## src/verilog/psar_consts.vh

```
// Constants for the phase-step argument register bank.
// Assumes a 32-bit AXI4-Lite bus; each register index maps to one word.
`ifndef PSAR_CONSTS_VH
`define PSAR_CONSTS_VH

// Register indices; byte address is four times the index
`define PSAR_IDX_CTRL 12'h501
`define PSAR_IDX_STEP 12'h502
`define PSAR_IDX_LIMIT 12'h506
`define PSAR_IDX_MASK_LO 12'h510
`define PSAR_IDX_MASK_HI 12'h511
`define PSAR_ADDR_W 16

// Command field position and codes
`define PSAR_CMD_LSB 0
`define PSAR_CMD_MSB 1
`define PSAR_CMD_IDLE 2'h0
`define PSAR_CMD_RESET 2'h1
`define PSAR_CMD_READ 2'h2
`define PSAR_CMD_WRITE 2'h3

// Reset values
`define PSAR_STEP_RST 32'h00000000
`define PSAR_LIMIT_RST 8'h00
`define PSAR_MASK_RST 8'h00

// Writable bits of the mask registers; the rest are reserved
`define PSAR_MASK_LO_USED 8'hF3
`define PSAR_MASK_HI_USED 8'h3F

// Divider count across all synthesizers
`define PSAR_NUM_DIV 12

// Phase per step unit, in picoseconds
`define PSAR_STEP_PS 1250

// Bus responses
`define PSAR_RESP_OKAY 2'h0
`define PSAR_RESP_DECERR 2'h3

`endif

```

## src/verilog/psar_axil_slave.v

```verilog
// AXI4-Lite slave front end: turns bus transfers into one-cycle requests.
// Assumes the register file answers each request combinationally.
`timescale 1ns/1ps
`default_nettype none
`include "psar_consts.vh"
module psar_axil_slave (
    // Clock and reset
    input wire clk,
    input wire srst,
    // Write address and data channels
    input wire [`PSAR_ADDR_W-1:0] awaddr,
    input wire awvalid,
    output reg awready,
    input wire [31:0] wdata,
    input wire [3:0] wstrb,
    input wire wvalid,
    output reg wready,
    // Write response channel
    output reg [1:0] bresp,
    output reg bvalid,
    input wire bready,
    // Read channels
    input wire [`PSAR_ADDR_W-1:0] araddr,
    input wire arvalid,
    output reg arready,
    output reg [31:0] rdata,
    output reg [1:0] rresp,
    output reg rvalid,
    input wire rready,
    // Register file side
    output wire wr_req,
    output reg [`PSAR_ADDR_W-1:0] wr_addr,
    output reg [31:0] wr_data,
    output reg [3:0] wr_strb,
    input wire wr_err,
    output wire rd_req,
    output reg [`PSAR_ADDR_W-1:0] rd_addr,
    input wire [31:0] rd_data,
    input wire rd_err
);
    reg aw_have_q; // Write address held
    reg w_have_q; // Write data held
    reg ar_have_q; // Read address held
    reg aw_have_d;
    reg w_have_d;
    reg ar_have_d;
    reg bvalid_d;
    reg rvalid_d;

    // A write fires once both halves are in and the last answer is gone
    assign wr_req = aw_have_q & w_have_q & ~bvalid;
    assign rd_req = ar_have_q & ~rvalid;

    // Next state; ready drops while a half is held so one write at a time
    always @*
    begin
        aw_have_d = wr_req ? 1'b0 : (aw_have_q | (awvalid & awready));
        w_have_d = wr_req ? 1'b0 : (w_have_q | (wvalid & wready));
        bvalid_d = wr_req ? 1'b1 : (bvalid & ~bready);
        ar_have_d = rd_req ? 1'b0 : (ar_have_q | (arvalid & arready));
        rvalid_d = rd_req ? 1'b1 : (rvalid & ~rready);
    end

    // Channel state and captured payloads
    always @(posedge clk)
    begin
        if (srst)
        begin
            aw_have_q <= 1'b0;
            w_have_q <= 1'b0;
            ar_have_q <= 1'b0;
            awready <= 1'b0;
            wready <= 1'b0;
            arready <= 1'b0;
            bvalid <= 1'b0;
            rvalid <= 1'b0;
            bresp <= `PSAR_RESP_OKAY;
            rresp <= `PSAR_RESP_OKAY;
            rdata <= 32'h00000000;
            wr_addr <= {`PSAR_ADDR_W{1'b0}};
            wr_data <= 32'h00000000;
            wr_strb <= 4'h0;
            rd_addr <= {`PSAR_ADDR_W{1'b0}};
        end
        else
        begin
            aw_have_q <= aw_have_d;
            w_have_q <= w_have_d;
            ar_have_q <= ar_have_d;
            bvalid <= bvalid_d;
            rvalid <= rvalid_d;
            awready <= ~aw_have_d & ~bvalid_d;
            wready <= ~w_have_d & ~bvalid_d;
            arready <= ~ar_have_d & ~rvalid_d;
            if (awvalid && awready)
                wr_addr <= awaddr;
            if (wvalid && wready)
            begin
                wr_data <= wdata;
                wr_strb <= wstrb;
            end
            if (arvalid && arready)
                rd_addr <= araddr;
            // Answers are captured in the cycle of the request
            if (wr_req)
                bresp <= wr_err ? `PSAR_RESP_DECERR : `PSAR_RESP_OKAY;
            if (rd_req)
            begin
                rdata <= rd_err ? 32'h00000000 : rd_data;
                rresp <= rd_err ? `PSAR_RESP_DECERR : `PSAR_RESP_OKAY;
            end
        end
    end
endmodule
`default_nettype wire

```

## src/verilog/psar_step_engine.v

```verilog
// Per-divider phase offset accumulators for the step commands.
// Assumes go is a one-cycle pulse with stable command, step and mask.
`timescale 1ns/1ps
`default_nettype none
`include "psar_consts.vh"
module psar_step_engine (
    // Clock and reset
    input wire clk,
    input wire srst,
    // Command from the register file
    input wire go,
    input wire [1:0] cmd,
    input wire [31:0] step,
    input wire [`PSAR_NUM_DIV-1:0] mask,
    // Results
    output reg done_q,
    output reg [31:0] result_q,
    output reg apply_q,
    output reg clear_q
);
    reg [31:0] acc_q [0:`PSAR_NUM_DIV-1]; // Running offset per divider
    reg [31:0] sel_acc; // Offset of the first selected divider
    integer i; // Loop index of the clocked process
    integer j; // Own index so the read mux shares no variable with the flops

    // Only one divider should be chosen for a read; lowest bit wins
    always @*
    begin
        sel_acc = 32'h00000000;
        for (j = `PSAR_NUM_DIV - 1; j >= 0; j = j - 1)
            if (mask[j])
                sel_acc = acc_q[j];
    end

    // Command execution, one cycle per command
    always @(posedge clk)
    begin
        if (srst)
        begin
            for (i = 0; i < `PSAR_NUM_DIV; i = i + 1)
                acc_q[i] <= 32'h00000000;
            done_q <= 1'b0;
            result_q <= 32'h00000000;
            apply_q <= 1'b0;
            clear_q <= 1'b0;
        end
        else
        begin
            done_q <= go;
            apply_q <= go && (cmd == `PSAR_CMD_WRITE);
            clear_q <= go && (cmd == `PSAR_CMD_RESET);
            if (go)
            begin
                case (cmd)
                    `PSAR_CMD_WRITE:
                    begin
                        // Steps add up; unselected dividers keep theirs
                        for (i = 0; i < `PSAR_NUM_DIV; i = i + 1)
                            if (mask[i])
                                acc_q[i] <= acc_q[i] + step;
                    end
                    `PSAR_CMD_RESET:
                    begin
                        for (i = 0; i < `PSAR_NUM_DIV; i = i + 1)
                            if (mask[i])
                                acc_q[i] <= 32'h00000000;
                    end
                    `PSAR_CMD_READ:
                        result_q <= sel_acc;
                    default:
                        result_q <= result_q;
                endcase
            end
        end
    end
endmodule
`default_nettype wire

```

## src/verilog/psar_regs.v

```verilog
// Phase-step argument register bank with AXI4-Lite access and
// a small sequencer that hands each command to the step engine.
// Assumes one 200 MHz clock and a synchronous active-high reset.
//
// Summary of operation
// - Step register carries argument and read result
// - Step is signed 32-bit, LSB at lowest
// - Positive step advances, negative step delays
// - One step unit equals 1.25 ns
// - Limit register caps one move, percent period
// - Low mask bits 0,1 pick synth0 A,B
// - Low mask bits 4..7 pick synth1 A..D
// - High mask bits 0..3 pick synth2 A..D
// - High mask bits 4,5 pick synth3 A,B
// - Codes: 0 idle, 1 reset, 2 read, 3 write
// - Command field clears once the result is stored
// - Write steps accumulate on the running offset
`timescale 1ns/1ps
`default_nettype none
`include "psar_consts.vh"
module psar_regs (
    // Clock and reset
    input wire clk,
    input wire srst,
    // AXI4-Lite write address channel
    input wire [`PSAR_ADDR_W-1:0] s_axi_awaddr,
    input wire s_axi_awvalid,
    output wire s_axi_awready,
    // AXI4-Lite write data channel
    input wire [31:0] s_axi_wdata,
    input wire [3:0] s_axi_wstrb,
    input wire s_axi_wvalid,
    output wire s_axi_wready,
    // AXI4-Lite write response channel
    output wire [1:0] s_axi_bresp,
    output wire s_axi_bvalid,
    input wire s_axi_bready,
    // AXI4-Lite read address channel
    input wire [`PSAR_ADDR_W-1:0] s_axi_araddr,
    input wire s_axi_arvalid,
    output wire s_axi_arready,
    // AXI4-Lite read data channel
    output wire [31:0] s_axi_rdata,
    output wire [1:0] s_axi_rresp,
    output wire s_axi_rvalid,
    input wire s_axi_rready,
    // Phase mover side
    output wire step_apply,
    output wire step_clear,
    output wire [31:0] step_amount,
    output wire [`PSAR_NUM_DIV-1:0] step_targets,
    output wire [7:0] step_limit,
    output wire step_busy
);
    // Sequencer states
    localparam [1:0] ST_IDLE = 2'h0; // Waiting for a command
    localparam [1:0] ST_CAPT = 2'h1; // Freezing the arguments
    localparam [1:0] ST_EXEC = 2'h2; // Engine running
    localparam [1:0] ST_DONE = 2'h3; // Result being stored

    // Bus request wires
    wire wr_req; // One-cycle write request
    wire [`PSAR_ADDR_W-1:0] wr_addr;
    wire [31:0] wr_data;
    wire [3:0] wr_strb;
    wire rd_req; // One-cycle read request
    wire [`PSAR_ADDR_W-1:0] rd_addr;
    reg [31:0] rd_data; // Read mux result
    reg rd_err; // Unmapped read
    reg wr_err; // Unmapped write

    // Software visible registers
    reg [1:0] cmd_q; // Command code field
    reg [31:0] step_q; // Step argument or result
    reg [7:0] limit_q; // Step limit in percent
    reg [7:0] mask_lo_q; // Synth 0 and 1 targets
    reg [7:0] mask_hi_q; // Synth 2 and 3 targets

    // Sequencer and captured arguments
    reg [1:0] st_q;
    reg [1:0] st_d;
    reg [1:0] run_cmd_q; // Command being executed
    reg [31:0] cap_step_q; // Frozen step argument
    reg [7:0] cap_limit_q; // Frozen limit
    reg [`PSAR_NUM_DIV-1:0] cap_mask_q; // Frozen targets
    reg go_q; // Engine start pulse
    reg busy_q; // Command pending

    // Engine results
    wire eng_done;
    wire [31:0] eng_result;

    // Index of a byte address, or all ones when not word aligned
    function [11:0] word_idx;
        input [`PSAR_ADDR_W-1:0] a;
        begin
            if (a[1:0] != 2'b00)
                word_idx = 12'hFFF;
            else
                word_idx = a[13:2];
        end
    endfunction

    // True for any index the bank answers
    function mapped;
        input [11:0] idx;
        begin
            mapped = (idx == `PSAR_IDX_CTRL) || (idx == `PSAR_IDX_STEP) ||
                (idx == `PSAR_IDX_LIMIT) || (idx == `PSAR_IDX_MASK_LO) ||
                (idx == `PSAR_IDX_MASK_HI);
        end
    endfunction

    // Byte-lane merge honouring write strobes
    function [31:0] merge;
        input [31:0] old;
        input [31:0] nw;
        input [3:0] strb;
        integer k;
        begin
            merge = old;
            for (k = 0; k < 4; k = k + 1)
                if (strb[k])
                    merge[k*8 +: 8] = nw[k*8 +: 8];
        end
    endfunction

    // Bus front end
    psar_axil_slave u_bus (
        .clk(clk),
        .srst(srst),
        .awaddr(s_axi_awaddr),
        .awvalid(s_axi_awvalid),
        .awready(s_axi_awready),
        .wdata(s_axi_wdata),
        .wstrb(s_axi_wstrb),
        .wvalid(s_axi_wvalid),
        .wready(s_axi_wready),
        .bresp(s_axi_bresp),
        .bvalid(s_axi_bvalid),
        .bready(s_axi_bready),
        .araddr(s_axi_araddr),
        .arvalid(s_axi_arvalid),
        .arready(s_axi_arready),
        .rdata(s_axi_rdata),
        .rresp(s_axi_rresp),
        .rvalid(s_axi_rvalid),
        .rready(s_axi_rready),
        .wr_req(wr_req),
        .wr_addr(wr_addr),
        .wr_data(wr_data),
        .wr_strb(wr_strb),
        .wr_err(wr_err),
        .rd_req(rd_req),
        .rd_addr(rd_addr),
        .rd_data(rd_data),
        .rd_err(rd_err)
    );

    // Accumulators live in the engine
    psar_step_engine u_eng (
        .clk(clk),
        .srst(srst),
        .go(go_q),
        .cmd(run_cmd_q),
        .step(cap_step_q),
        .mask(cap_mask_q),
        .done_q(eng_done),
        .result_q(eng_result),
        .apply_q(step_apply),
        .clear_q(step_clear)
    );

    // Outputs to the phase mover, all from flops
    assign step_amount = cap_step_q;
    assign step_targets = cap_mask_q;
    assign step_limit = cap_limit_q;
    assign step_busy = busy_q;

    // Unmapped addresses get a decode error
    always @*
    begin
        wr_err = !mapped(word_idx(wr_addr));
    end

    // Read mux; reserved bits read as zero
    always @*
    begin
        rd_data = 32'h00000000;
        rd_err = 1'b0;
        case (word_idx(rd_addr))
            `PSAR_IDX_CTRL:
                rd_data[`PSAR_CMD_MSB:`PSAR_CMD_LSB] = cmd_q;
            `PSAR_IDX_STEP:
                rd_data = step_q;
            `PSAR_IDX_LIMIT:
                rd_data[7:0] = limit_q;
            `PSAR_IDX_MASK_LO:
                rd_data[7:0] = mask_lo_q;
            `PSAR_IDX_MASK_HI:
                rd_data[7:0] = mask_hi_q;
            default:
                rd_err = 1'b1;
        endcase
    end

    // Sequencer next state
    always @*
    begin
        case (st_q)
            ST_IDLE:
                st_d = (cmd_q != `PSAR_CMD_IDLE) ? ST_CAPT : ST_IDLE;
            ST_CAPT:
                st_d = ST_EXEC;
            ST_EXEC:
                st_d = eng_done ? ST_DONE : ST_EXEC;
            ST_DONE:
                st_d = ST_IDLE;
            default:
                st_d = ST_IDLE;
        endcase
    end

    // Register writes and command sequencing
    always @(posedge clk)
    begin
        if (srst)
        begin
            cmd_q <= `PSAR_CMD_IDLE;
            step_q <= `PSAR_STEP_RST;
            limit_q <= `PSAR_LIMIT_RST;
            mask_lo_q <= `PSAR_MASK_RST;
            mask_hi_q <= `PSAR_MASK_RST;
            st_q <= ST_IDLE;
            run_cmd_q <= `PSAR_CMD_IDLE;
            cap_step_q <= `PSAR_STEP_RST;
            cap_limit_q <= `PSAR_LIMIT_RST;
            cap_mask_q <= {`PSAR_NUM_DIV{1'b0}};
            go_q <= 1'b0;
            busy_q <= 1'b0;
        end
        else
        begin
            st_q <= st_d;
            go_q <= 1'b0;
            // Argument registers are frozen while a command runs,
            // so a stray write cannot tear a captured value
            if (wr_req && !busy_q)
            begin
                case (word_idx(wr_addr))
                    `PSAR_IDX_CTRL:
                    begin
                        // Host only sets nonzero codes; zero is ignored
                        if (wr_strb[0] &&
                            wr_data[`PSAR_CMD_MSB:`PSAR_CMD_LSB] != `PSAR_CMD_IDLE)
                        begin
                            cmd_q <= wr_data[`PSAR_CMD_MSB:`PSAR_CMD_LSB];
                            busy_q <= 1'b1;
                        end
                    end
                    `PSAR_IDX_STEP:
                        step_q <= merge(step_q, wr_data, wr_strb);
                    `PSAR_IDX_LIMIT:
                        if (wr_strb[0])
                            limit_q <= wr_data[7:0];
                    `PSAR_IDX_MASK_LO:
                        if (wr_strb[0])
                            limit_mask_lo(wr_data[7:0]);
                    `PSAR_IDX_MASK_HI:
                        if (wr_strb[0])
                            mask_hi_q <= wr_data[7:0] & `PSAR_MASK_HI_USED;
                    default:
                        busy_q <= busy_q;
                endcase
            end
            case (st_q)
                ST_CAPT:
                begin
                    // Freeze the arguments for the engine
                    run_cmd_q <= cmd_q;
                    cap_step_q <= step_q;
                    cap_limit_q <= limit_q;
                    cap_mask_q <= {mask_hi_q[5:0], mask_lo_q[7:4],
                        mask_lo_q[1:0]};
                    go_q <= 1'b1;
                end
                ST_DONE:
                begin
                    // Read result lands in the same cycle the field returns to zero
                    if (run_cmd_q == `PSAR_CMD_READ)
                        step_q <= eng_result;
                    cmd_q <= `PSAR_CMD_IDLE;
                    busy_q <= 1'b0;
                end
                default:
                    go_q <= go_q & 1'b0;
            endcase
        end
    end

    // Low mask write with reserved bits forced to zero
    task limit_mask_lo;
        input [7:0] v;
        begin
            mask_lo_q <= v & `PSAR_MASK_LO_USED;
        end
    endtask
endmodule
`default_nettype wire

```

## config.mk

```make
export PLATFORM = sky130hd
export DESIGN_NAME = psar_regs
export DESIGN_NICKNAME = d
export VERILOG_FILES = /design/src/verilog/psar_axil_slave.v /design/src/verilog/psar_step_engine.v /design/src/verilog/psar_regs.v
export VERILOG_INCLUDE_DIRS = /design/src /design/src/verilog
export SDC_FILE = /design/constraint.sdc
export NUM_CORES = 2
export LEC_CHECK = 0
export ABC_AREA = 1
export ABC_CLOCK_PERIOD_IN_PS = 4140
export BUFFER_PORTS_ARGS = -buffer_cell sky130_fd_sc_hd__buf_4
export CORE_UTILIZATION = 58
export CTS_CLUSTER_DIAMETER = 120
export DETAILED_ROUTE_END_ITERATION = 12
export PLACE_DENSITY = 0.78
export SYNTH_ARGS = -nofsm -noshare
export SYNTH_HDL_FRONTEND = slang
export SYNTH_SLANG_ARGS = --single-unit
```

## constraint.sdc

```tcl
create_clock -name clk -period 4.14 [get_ports clk]
set_clock_uncertainty 0.2 [all_clocks]
set_input_delay 0.414 -clock clk [delete_from_list [all_inputs] [get_ports clk]]
set_output_delay 0.414 -clock clk [all_outputs]
set_load 0.02 [all_outputs]
```

==> impl_metrics.ini <==
[outcome]
violations = max-capacitance violations, max-slew violations
status = complete, but fails checks

[route]
wire_per_inst_um = 22.13
drt_iter0_drc = 5091
top_layer = met5
via_count = 47968
drcViolationCount = 0
postRouteAntennaNets = 0
met2_length_mm = 73.75
drt_pass1_iterations = 6
vias_per_cell = 6.253
wl_mm = 169.7
routed-wl-met3_mm = 17.74
met1Wirelength_mm = 67.44

[pwr]
p_int_mw = 12.70
combPwrFrac_pct = 29.0
switchingPower_mw = 7.585
netSwitchingFraction_pct = 37.40
powerDensity_nw_per_um2 = 384.8
p_seq_share_pct = 36.5
irDropWorstVdd_v = 0.0003274
pwr-share-clk_pct = 34.5
total_power_mw = 20.28
p_leak_nw = 23.44

[synthesis]
syn_avg_cell_area_um2 = 7.369
synth-edff-count = 384
yosysSeqAreaShare_pct = 35.53
synth_top_cells_by_count = nand2_1 (1109), a21oi_1 (974), nor2_1 (654)
ys_types = 58
ys.flop_type = edfxtp_1
async_reset_ff_share_pct = 0
synth_cells = 6338
synth_warnings = 0
synth_top_area_cell = edfxtp_1
netlist_top_cells_area = edfxtp_1 (25%), dfxtp_1 (11%), a21oi_1 (10%)
synth.net_count = 6801
yosysMostFrequentCell = nand2_1
ys_seq_elements = 637
netlist_area_um2 = 46700
yosysTopAreaCellShare_pct = 24.69

[sta]
fin_tns_setup_ps = 0
max_freq_ghz = 0.2734
slew_headroom_pct = -1.293
max_slew.worst_pin.slew_ps = 1517
fin_ws_ps = 482.0
setup_viol = 0
grt_setup_unrepaired = no
hold_viol = 0
hold_ws_ps = 214.6
finalMaxSlewViolations = 12
fin_crit_ps = 3658
finalCritPeriodShare_pct = 88.36

[critical_path]
critical-path-top-delay-family = compound AO/OA/AOI/OAI gates
cp.required_ps = 4350
crit_type = flop to flop
worstRegToRegCells = 13
r2r_end = u_eng.acc_q[0][121]
cp_slowest_stage_delay_ps = 1030
crit_chain = buf_4 > ha_1 > inv_1 > o21ai_0 > o21bai_1 > nand3_1 > nand2_1 > a21oi_1 > o21ai_0 > a21o_1 > nand2_1 > nand2_1 > nor2_1
cp.depth = 13
cp.arrival_ps = 3870
path_buf_inv = 2
path_common_cell = nand2_1
critPathLaunchType = flop
cp_slowest_cell = dfxtp_1
rr_startpoint = step_amount[3]
r2r_slack_ps = 480
crit_path_end_kind = flop
path_max_fanout = 8

[grt]
grt_util_all_layers_pct = 40.28
grt_pass1_vias = 44358
overflow = 0
antenna_found_initial = 4
grt_max_degree = 136
grt_first_pass_wirelength_mm = 253.5

[cells_and_area]
nets = 7023
drive_gt1_share_pct = 9.081
finalNonFillerCells = 7671
area_delta_synth_final_pct = 12.85

[clock_network]
cts.clk_slew.worst_paths_ps = 60
cts_setup_buffers = 0
hold_buffers = 67
postCtsResizedCells = 0
clockBufferDepth = 3
tritoncts = built
htreeDepth = 3
cts-root-buf = clkbuf_16
cts_sinks = 637
clock_latency_ps = 670
cts_made_buffers = 76

[placed_design]
place_congestion = 1.007
place_ws_ps = 597.9
dpl.hpwl_mm = 124.1
placed_cells = 7465
numPortBuffers = 166

[floorplan]
core_region_area_um2 = 79390
initial_utilization_pct = 58.83
rows = 103
chipWidth_um = 285.8
ioPinCount = 171
die_area_um2 = 81660
die_y_um = 285.8

[hold_path]
hp-class = input port to flop
min_from = s_axi_awvalid
hold_end = u_bus.wr_addr[4]
whs_path_depth = 3

[run]
max_cap_violations = 1
==> metrics by stage <==
stage | area [µm²] | utilization, %
global placement | 49460 | 62.30
CTS | 52700 | 66.38
floorplan | 46700 | -
detailed placement | 49460 | 62.30
global route | 52700 | 66.38
finish | 52700 | 66.39
==> cells by family after synthesis <==
kind of cell,after synthesis,share of synthesized area (%)
xor+xnor,34,0.6376
mux,1,0.02143
compound gates,1960,23.57
fa+ha+maj,388,10.59
buf+inv,821,6.724
flops,637,35.53
simple gates,2497,22.93
==> layer usage <==
layer | up-vias | GRT usage, %
met5 | - | 0
met4 | 4 | 21.72
met3 | 488 | 7.632
met2 | 2529 | 62.83
met1 | 22305 | 52.86
li1 | 22642 | -
==> cell usage in the layout (no fill, tap or decap), types with 11 or more instances in the layout <==
cell type	instances
clkinv_2	11
o21ai_2	25
buf_4	263
nand3_1	409
nor4_1	22
o21bai_1	40
o21a_1	157
clkbuf_1	17
edfxtp_1	384
a31oi_1	62
nor3_1	64
o21ai_1	33
a21oi_1	974
ha_1	375
clkbuf_16	77
a221oi_1	29
inv_1	596
fa_1	12
a21o_1	34
nor2_1	654
inv_2	21
dfxtp_1	251
nand4_1	60
nand2_1	1106
a211oi_1	17
o21ai_0	491
or2_2	133
dlygate4sd3_1	67
o31ai_1	19
xnor2_1	25
o221ai_1	36
clkinv_1	13
==> flip-flops by register name, summed over array words and instances (netlist names), 2 cells and up <==
name,count
u_bus.rd_addr,14
cmd_q,2
u_bus.wr_data,32
st_q,2
u_eng.acc_q,384
step_targets,12
step_q,32
limit_q,8
u_bus.rdata,32
u_bus.wr_strb,4
u_eng.result_q,32
mask_lo_q,6
step_limit,8
u_bus.wr_addr,14
run_cmd_q,2
step_amount,32
mask_hi_q,6
==> power groups by stage <==
stage	sequential, mW	clock [mW]	combinational, mW
2_1_floorplan	7.50	0	3.29
3_3_place_gp	7.50	0	5.51
3_5_place_dp	7.51	0	5.57
4_1_cts	7.38	6.98	5.66
5_1_grt	7.42	7.23	6.31
6_report	7.40	6.99	5.88
==> worst max path at each step <==
stage	startpoint	endpoint	slack, ps
final	step_amount[3]	u_eng.acc_q[0][121]	480
after global routing	step_amount[2]	u_eng.acc_q[0][219]	340
after CTS	step_amount[3]	u_eng.acc_q[0][121]	600
after detailed placement	step_amount[3]	u_eng.acc_q[0][121]	600
after global placement	step_amount[3]	u_eng.acc_q[0][374]	660
after floorplan	step_targets[5]	u_eng.acc_q[0][160]	100
==> worst register-to-register path, delay by kind of cell, from the launching register on <==
family | cells | cell delay, ps
buffers and inverters | 2 | 430
AND/OR/NAND/NOR | 5 | 460
adder cells (fa/ha/maj) | 1 | 190
AO/OA/AOI/OAI | 5 | 1110
flip-flops | 1 | 1030
==> layout make-up <==
class / instances / area, µm²
clock inverter: 36 / 491.7
tap: 1050 / 1314
timing repair buffer: 340 / 2845
multi-input combinational: 4880 / 27020
sequential: 637 / 16600
antenna: 3 / 7.507
clock buffer: 100 / 2073
fill: 6994 / 26680
inverter: 625 / 2351
Power figures use the tool's default switching activity.
